### config.mk
export PLATFORM = sky130hd
export DESIGN_NAME = tca_core
export DESIGN_NICKNAME = d
export VERILOG_FILES = /design/src/pkg/tca_pkg.sv /design/src/design/tca_core.sv
export SDC_FILE = /design/constraint.sdc
export NUM_CORES = 1
export LEC_CHECK = 0
export ABC_AREA = 1
export BUFFER_PORTS_ARGS = -buffer_cell sky130_fd_sc_hd__buf_2
export CAP_MARGIN = 30
export CORE_UTILIZATION = 55
export CTS_BUF_LIST = sky130_fd_sc_hd__clkbuf_8
export CTS_CLUSTER_DIAMETER = 80
export CTS_CLUSTER_SIZE = 16
export DETAILED_ROUTE_END_ITERATION = 12
export HOLD_SLACK_MARGIN = 0.03
export PLACE_DENSITY_LB_ADDON = 0.15
export SLEW_MARGIN = 10
export SYNTH_ARGS = -nofsm -noshare
export SYNTH_HDL_FRONTEND = slang
export SYNTH_SLANG_ARGS = --single-unit
export TNS_END_PERCENT = 20
### constraint.sdc
create_clock -name clock_i -period 3.7 [get_ports clock_i]
set_input_delay 0.555 -clock clock_i [delete_from_list [all_inputs] [get_ports clock_i]]
set_output_delay 0.555 -clock clock_i [all_outputs]
set_load 0.05 [all_outputs]
### src/pkg/tca_pkg.sv
// Constants, types and register map of the temperature conversion and alert control block.
// Assumes a single 100 MHz clock shared with the serial engine and the converter.
package tca_pkg;

    // ************************************************************
    // Register map and field positions
    // ************************************************************
    localparam logic [1:0] TCA_ADDR_TEMP      = 2'h0;
    localparam logic [1:0] TCA_ADDR_CFG       = 2'h1;
    localparam logic [1:0] TCA_ADDR_LOW       = 2'h2;
    localparam logic [1:0] TCA_ADDR_HIGH      = 2'h3;

    localparam int         TCA_TEMP_LSB       = 4;
    localparam int         TCA_CFG_FLAG_BIT   = 5;
    localparam int         TCA_CFG_RATE_LSB   = 6;
    localparam int         TCA_CFG_SLEEP_BIT  = 8;
    localparam int         TCA_CFG_LATCH_BIT  = 9;
    localparam int         TCA_CFG_LEVEL_BIT  = 10;
    localparam int         TCA_CFG_FAULT_LSB  = 11;
    localparam int         TCA_CFG_FIXED_BIT  = 14;
    localparam int         TCA_CFG_SHOT_BIT   = 15;

    // ************************************************************
    // Values after reset
    // ************************************************************
    localparam logic [1:0]  TCA_RATE_RST      = 2'h2;
    localparam logic [11:0] TCA_LOW_RST       = 12'h4b0;
    localparam logic [11:0] TCA_HIGH_RST      = 12'h500;
    localparam logic [11:0] TCA_TEMP_RST      = 12'h000;

    // ************************************************************
    // Timing
    // ************************************************************
    localparam int unsigned TCA_CLK_HZ        = 100_000_000;
    localparam int unsigned TCA_CYC_PER_MS    = TCA_CLK_HZ / 1000;
    localparam int unsigned TCA_RATE_00_MS    = 4000;
    localparam int unsigned TCA_RATE_01_MS    = 1000;
    localparam int unsigned TCA_RATE_10_MS    = 250;
    localparam int unsigned TCA_RATE_11_MS    = 125;

    // ************************************************************
    // Types
    // ************************************************************
    typedef struct packed {
        logic       one_shot;
        logic [1:0] fault_count_select;
        logic       active_level_select;
        logic       latch_mode_select;
        logic       sleep_select;
        logic [1:0] rate_select;
    } tca_cfg_s;

    typedef enum logic [1:0] {
        ST_STANDBY = 2'b00,
        ST_CONV    = 2'b01,
        ST_SLEEP   = 2'b10
    } tca_state_e;

endpackage : tca_pkg

### src/design/tca_core.sv
// Conversion scheduler, limit comparator and alert output of the temperature sensor.
// Assumes the serial engine and the converter run on clock_i; general call reset arrives as a pulse.
// Summary of operation
// - With low polarity, flag reads 1 until upper run, 0 until lower run.
// - In comparator mode the flag always matches the alert pin.
// - Rate field picks period: 4 s, 1 s, 250 ms default, 125 ms.
// - Temperature register changes only when a conversion finishes.
// - Conversion starts right after reset; standby between periodic conversions.
// - Setting sleep stops periodic conversions at once; registers stay reachable.
// - Sleep entry may be slow; master pairs a one-shot with sleep entry.
// - Clearing sleep resumes periodic conversion at the selected rate.
// - Latch mode bit: 0 comparator, 1 interrupt behaviour of alert.
// - Comparator: assert after N results at or above upper, release after N at or below lower.
// - Interrupt: assert after N results at or above upper, hold until any read.
// - In interrupt mode, setting sleep also releases the alert.
// - Interrupt mode alternates upper and lower crossings, each held until a read.
// - General call reset clears latch mode, back to comparator mode.
// - Polarity bit: 0 alert active low, 1 active high.
// - Fault field bits 12:11 give N of 1, 2, 3 or 4.
// - One-shot in sleep runs one conversion, reads 1 meanwhile, then sleeps.
// - Limits share temperature format; serial engine sends high byte first.
// - Temperatures are 12-bit two's complement in bits 15:4, low bits zero.
// - Lower limit resets to 75 C code, upper limit to 80 C code.
`timescale 1ns/1ps

module tca_core
    import tca_pkg::*;
#(
    parameter int unsigned PERIOD_00_CYC = TCA_RATE_00_MS * TCA_CYC_PER_MS,
    parameter int unsigned PERIOD_01_CYC = TCA_RATE_01_MS * TCA_CYC_PER_MS,
    parameter int unsigned PERIOD_10_CYC = TCA_RATE_10_MS * TCA_CYC_PER_MS,
    parameter int unsigned PERIOD_11_CYC = TCA_RATE_11_MS * TCA_CYC_PER_MS
)
(
    input  wire logic        clock_i,
    input  wire logic        srst_i,
    input  wire logic [1:0]  addr_i,
    input  wire logic [15:0] wdata_i,
    input  wire logic        wr_i,
    input  wire logic        rd_i,
    output logic      [15:0] rdata_o,
    input  wire logic        gc_reset_i,
    output logic             conv_req_o,
    input  wire logic        conv_done_i,
    input  wire logic [11:0] conv_result_i,
    output logic             alert_o,
    output logic             alert_oe_o
);

    // ************************************************************
    // State
    // ************************************************************
    tca_cfg_s         cfg_r;
    tca_cfg_s         cfg_nxt;
    tca_state_e       state_r;
    tca_state_e       state_nxt;
    logic [11:0]      temp_r;
    logic [11:0]      low_r;
    logic [11:0]      high_r;
    logic [31:0]      period_ctr_r;
    logic [1:0]       fault_ctr_r;
    logic             over_r;
    logic             irq_r;
    logic [15:0]      rdata_r;

    // ************************************************************
    // Decode
    // ************************************************************
    wire logic        wr_cfg     = wr_i && (addr_i == TCA_ADDR_CFG);
    wire logic        wr_low     = wr_i && (addr_i == TCA_ADDR_LOW);
    wire logic        wr_high    = wr_i && (addr_i == TCA_ADDR_HIGH);
    wire logic        wr_sleep   = wdata_i[TCA_CFG_SLEEP_BIT];
    wire logic        shot_req   = wr_cfg && wdata_i[TCA_CFG_SHOT_BIT] && (wr_sleep || cfg_r.sleep_select);
    wire logic        sleep_set  = wr_cfg && wr_sleep && !cfg_r.sleep_select;
    wire logic        conv_end   = (state_r == ST_CONV) && conv_done_i;
    wire logic [31:0] period_sel = (cfg_r.rate_select == 2'b00) ? 32'(PERIOD_00_CYC) :
                                   (cfg_r.rate_select == 2'b01) ? 32'(PERIOD_01_CYC) :
                                   (cfg_r.rate_select == 2'b10) ? 32'(PERIOD_10_CYC) :
                                                                  32'(PERIOD_11_CYC);
    wire logic        period_hit = period_ctr_r >= (period_sel - 32'h1);

    // ************************************************************
    // Limit compare and fault filter
    // ************************************************************
    wire logic        hit_high   = $signed(conv_result_i) >= $signed(high_r);
    wire logic        hit_low    = $signed(conv_result_i) <= $signed(low_r);
    wire logic        pending    = over_r ? hit_low : hit_high;
    wire logic        run_done   = conv_end && pending && (fault_ctr_r == cfg_r.fault_count_select);
    wire logic        active     = cfg_r.latch_mode_select ? irq_r : over_r;
    wire logic        pin_level  = cfg_r.active_level_select ? active : !active;
    wire logic        flag       = cfg_r.active_level_select ? over_r : !over_r;

    // ************************************************************
    // Configuration next value
    // ************************************************************
    always_comb
    begin
        cfg_nxt = cfg_r;
        if (wr_cfg)
        begin
            cfg_nxt.rate_select         = wdata_i[TCA_CFG_RATE_LSB +: 2];
            cfg_nxt.sleep_select        = wr_sleep;
            cfg_nxt.latch_mode_select   = wdata_i[TCA_CFG_LATCH_BIT];
            cfg_nxt.active_level_select = wdata_i[TCA_CFG_LEVEL_BIT];
            cfg_nxt.fault_count_select  = wdata_i[TCA_CFG_FAULT_LSB +: 2];
        end
        if (conv_end)
        begin
            cfg_nxt.one_shot = 1'b0;
        end
        if (shot_req)
        begin
            cfg_nxt.one_shot = 1'b1;
        end
        if (gc_reset_i)
        begin
            cfg_nxt.latch_mode_select = 1'b0;
        end
    end

    // ************************************************************
    // Conversion scheduler
    // ************************************************************
    always_comb
    begin
        state_nxt = state_r;
        case (state_r)
            ST_STANDBY:
            begin
                if (cfg_r.sleep_select)
                begin
                    state_nxt = cfg_r.one_shot ? ST_CONV : ST_SLEEP;
                end
                else if (period_hit)
                begin
                    state_nxt = ST_CONV;
                end
            end
            ST_CONV:
            begin
                if (conv_end)
                begin
                    state_nxt = cfg_r.sleep_select ? ST_SLEEP : ST_STANDBY;
                end
                else if (cfg_r.sleep_select && !cfg_r.one_shot)
                begin
                    state_nxt = ST_SLEEP;
                end
            end
            ST_SLEEP:
            begin
                if (!cfg_r.sleep_select || cfg_r.one_shot)
                begin
                    state_nxt = ST_CONV;
                end
            end
            default:
            begin
                state_nxt = ST_CONV;
            end
        endcase
    end

    // ************************************************************
    // Registers
    // ************************************************************
    always_ff @(posedge clock_i)
    begin
        if (srst_i)
        begin
            cfg_r   <= '{one_shot: 1'b0, fault_count_select: 2'h0, active_level_select: 1'b0,
                         latch_mode_select: 1'b0, sleep_select: 1'b0, rate_select: TCA_RATE_RST};
            state_r <= ST_CONV;
        end
        else
        begin
            cfg_r   <= cfg_nxt;
            state_r <= state_nxt;
        end
    end

    always_ff @(posedge clock_i)
    begin
        if (srst_i)
        begin
            low_r  <= TCA_LOW_RST;
            high_r <= TCA_HIGH_RST;
        end
        else
        begin
            low_r  <= wr_low ? wdata_i[15:TCA_TEMP_LSB] : low_r;
            high_r <= wr_high ? wdata_i[15:TCA_TEMP_LSB] : high_r;
        end
    end

    always_ff @(posedge clock_i)
    begin
        if (srst_i)
        begin
            temp_r       <= TCA_TEMP_RST;
            period_ctr_r <= 32'h0;
        end
        else
        begin
            temp_r       <= conv_end ? conv_result_i : temp_r;
            period_ctr_r <= (state_nxt == ST_CONV && state_r != ST_CONV) ? 32'h0 :
                            (period_hit ? period_ctr_r : period_ctr_r + 32'h1);
        end
    end

    always_ff @(posedge clock_i)
    begin
        if (srst_i)
        begin
            fault_ctr_r <= 2'h0;
            over_r      <= 1'b0;
        end
        else if (conv_end)
        begin
            fault_ctr_r <= (!pending || run_done) ? 2'h0 : fault_ctr_r + 2'h1;
            over_r      <= run_done ? !over_r : over_r;
        end
    end

    always_ff @(posedge clock_i)
    begin
        if (srst_i)
        begin
            irq_r <= 1'b0;
        end
        else if (!cfg_r.latch_mode_select)
        begin
            irq_r <= 1'b0;
        end
        else if (run_done)
        begin
            irq_r <= 1'b1;
        end
        else if (rd_i || sleep_set)
        begin
            irq_r <= 1'b0;
        end
    end

    // ************************************************************
    // Read port
    // ************************************************************
    wire logic [15:0] cfg_word = {cfg_r.one_shot, 1'b1, 1'b0, cfg_r.fault_count_select,
                                  cfg_r.active_level_select, cfg_r.latch_mode_select, cfg_r.sleep_select,
                                  cfg_r.rate_select, flag, 5'h00};
    wire logic [15:0] rd_word  = (addr_i == TCA_ADDR_TEMP) ? {temp_r, 4'h0} :
                                 (addr_i == TCA_ADDR_CFG)  ? cfg_word :
                                 (addr_i == TCA_ADDR_LOW)  ? {low_r, 4'h0} :
                                                             {high_r, 4'h0};

    always_ff @(posedge clock_i)
    begin
        if (srst_i)
        begin
            rdata_r <= 16'h0000;
        end
        else
        begin
            rdata_r <= rd_i ? rd_word : 16'h0000;
        end
    end

    // ************************************************************
    // Outputs
    // ************************************************************
    assign rdata_o    = rdata_r;
    assign conv_req_o = (state_r == ST_CONV);
    assign alert_o    = 1'b0;
    assign alert_oe_o = !pin_level;
endmodule : tca_core

==> summary.txt <==
Run status
  – Status: finished, final reports clean

Yosys
  – Share of flip-flops with an asynchronous set or reset: 0%
  – Sequential element share of the synthesized area: 31.73%
  – Netlist cell types: 40
  – Syn Inst Count: 874
  – Synthesized area: 5931 um2
  – EDFF count, synth: 0
  – Main synth FF type: dfxtp_1
  – Seq cells post-synth: 94
  – Mapped Avg Cell Area: 6.786 um2
  – Number of synthesis warnings: 0

STA
  – Setup TNS: 0 ns
  – Setup-failing EPs final: 0
  – Max-slew headroom: 37.53%
  – Max Slew Vio Count: 0
  – Fin Clk Skew: 0.01253 ns
  – Final Hold Viols: 0
  – RSZ-0062 raised after global routing: no
  – Fmax: 0.3327 GHz
  – Period utilization: 81.23%
  – Worst-Margin Slew: 0.9337 ns
  – Final setup margin: 0.6944 ns
  – Final min period: 3.006 ns

Detailed routing
  – DRC: 0
  – Post-DR wirelength/cell: 13.91 um
  – Vias: 5481
  – Post-route antenna net violation count: 0
  – Initial drt markers: 241
  – Final WL: 14640 um
  – Vias/cell: 5.210
  – Drt first pass iters: 5

Worst setup path
  – Reg-to-reg critical path endpoint: period_ctr_r[1]
  – R2R depth: 16
  – Crit. End Element: register
  – Startpoint types: register
  – R2r setup slk: 0.69 ns
  – Crit. Startpoint: cfg_r[1]
  – Worst R2R Start: cfg_r[1]
  – Worst-path maximum fanout: 33
  – CP Class: register to register
  – CP endpoint: period_ctr_r[1]
  – Req. time, crit path: 4.01 ns
  – Arr. time, crit path: 3.31 ns

CTS
  – Post-CTS sizing: 0
  – Hold_buf cts: 0
  – CTS root buf: clkbuf_8
  – Post-CTS setup buffers: 0
  – Total CTS buffers: 9
  – Clock-pin slew of the registers on the worst-case setup and hold paths: 0.10 ns
  – CTS tree: built
  – Max clock buf depth: 2
  – Clk sinks: 94
  – Latest clock arrival within the worst-skew pair: 0.39 ns
  – H-tree Lvls: 3

Placement
  – IO buf count: 45
  – GPL Wtd Cong: 0.9048
  – Final HPWL DP: 11060 um
  – Dpl ws: 0.6762 ns
  – Placed cell count: 1036

GRT
  – Pin count of the biggest net entering global routing: 47
  – Initial antenna violation count: 0
  – GR Overflow Total: 0
  – Vias in the first global route: 5425
  – First-pass GRT wire length: 24610 um
  – GRT Overall Usage: 27.87%

Flow run
  – Max-cap violation count: 0

Floorplanning
  – Die extent in y: 105.8 um
  – Area of the core: 10370 um2
  – I/O pin total: 55
  – Die X: 105.8 um
  – Initial Util: 57.19%
  – Row Count: 37
  – Die ar.: 11200 um2

Cells and area
  – Area grow syn2layout: 8.165%
  – Layout Cells excl Fill: 1052
  – Share of cells above drive strength 1: 10.70%
  – Fillcell total: 975
  – Final #Nets: 1000
  – ANT cells: 0

Worst hold path
  – Hold crit path type: input port to register

Pwr
  – Leak: 2.990 nW
  – Total power: 2.226 mW
  – VDD IR-drop max: 0.0002236 V
  – Power Dens Cells: 347.0 nW/um2
-- metal layers --
layer | global-route usage (%) | vias to the layer above | routed length [um]
met2 | 50.33 | 150 | 7374
met3 | 3.340 | 40 | 633
met1 | 31.57 | 2461 | 6073
met5 | 0 | - | 0
li1 | - | 2830 | -
met4 | 15.77 | 0 | 555
-- synthesized netlist by cell type (all sizes together) (14+ instances only) --
cell type  number  area share, %
a21oi          50            4.3
buf            15            2.2
dfxtp          94             32
ha             53             11
inv           138            8.8
nand2         224             15
nand3          20            1.7
nand4          14            1.5
nor2          104            7.6
nor3           20            1.9
o21ai          75            6.5
xor2           17            2.5
-- worst min-delay path by stage --
| stage | startpoint | end | slack (ns) | depth (start not counted) |
|---|---|---|---|---|
| 6_report | gc_reset_i | cfg_r[3] | 0.35 | 2 |
| 5_1_grt | gc_reset_i | cfg_r[3] | 0.35 | 2 |
| 4_1_cts | gc_reset_i | cfg_r[3] | 0.33 | 2 |
| 3_5_place_dp | period_ctr_r[31] | period_ctr_r[31] | 0.43 | 2 |
| 3_3_place_gp | period_ctr_r[31] | period_ctr_r[31] | 0.43 | 2 |
| 2_1_floorplan | period_ctr_r[31] | period_ctr_r[31] | 0.42 | 2 |
-- cell type report --
cell class | instances | area (um2) | area share (%)
clock buffers | 10 | 137.6 | 2.146
multi-input cells | 619 | 3368 | 52.51
inverters | 139 | 524.3 | 8.172
flip-flops and latches | 94 | 1882 | 29.33
clock inverters | 6 | 85.08 | 1.326
repair buffers | 48 | 247.7 | 3.862
well taps | 136 | 170.2 | 2.653
-- cells by family after synthesis --
family / Yosys count / synth area share, %
xor+xnor: 28 / 4.135
fa+ha+maj: 53 / 11.18
compound gates: 144 / 13.25
buf+inv: 166 / 11.79
simple gates: 388 / 27.85
flops: 94 / 31.73
other cells: 1 / 0.06323
-- placed cells by master, fill, tap and decap left out, drive strengths merged --
| cell type | n |
|---|---|
| a2111oi | 1 |
| a21o | 2 |
| a21oi | 50 |
| and2 | 1 |
| and2b | 1 |
| buf | 48 |
| bufinv | 2 |
| clkbuf | 10 |
| clkinv | 2 |
| clkinvlp | 1 |
| conb | 6 |
| dfxtp | 94 |
| ha | 53 |
| inv | 140 |
| nand2 | 224 |
| nand3 | 20 |
| nand3b | 2 |
| nand4 | 14 |
| nor2 | 104 |
| nor3 | 20 |
| nor3b | 1 |
| o211ai | 11 |
| o21a | 1 |
| o21ai | 75 |
| o221ai | 1 |
| o22ai | 2 |
| o311ai | 1 |
| or2 | 1 |
| xnor2 | 11 |
| xor2 | 17 |
-- metrics by stage --
step	area [um2]	hold slack [ns]	util (%)
after detailed placement	6192	0.4301	59.71
after floorplan	5949	0.4153	-
after CTS	6415	0.3312	61.86
after global routing	6415	0.3507	61.86
after global placement	6192	0.4275	59.71
final	6415	0.3488	61.86
-- critical path: stages, from the launching register on --
cell	delay, ns
dfxtp_1	0.57
inv_1	0.23
ha_1	0.27
inv_1	0.16
ha_1	0.27
nand2_1	0.07
nor2_1	0.03
and2_1	0.14
nand2_1	0.06
nand3_1	0.11
nand2_2	0.12
nand2_4	0.22
inv_4	0.33
nand2_1	0.11
o21ai_2	0.07
inv_1	0.05
nor2_1	0.10
-- report_power, final --
| group | leakage [nW] | internal [mW] | total, mW | switching (mW) |
|---|---|---|---|---|
| registers | 0.767 | 1.06 | 1.08 | 0.0246 |
| logic | 2.11 | 0.112 | 0.364 | 0.252 |
| clock network | 0.114 | 0.398 | 0.782 | 0.384 |
-- state kept, by name, summed over array words and instances (netlist names), 2 cells and up --
name,cells
period_ctr_r,32
high_r,12
low_r,12
rdata_o,12
temp_r,12
cfg_r,8
fault_ctr_r,2
state_r,2
Note: power is estimated with default switching activity, not from simulation.
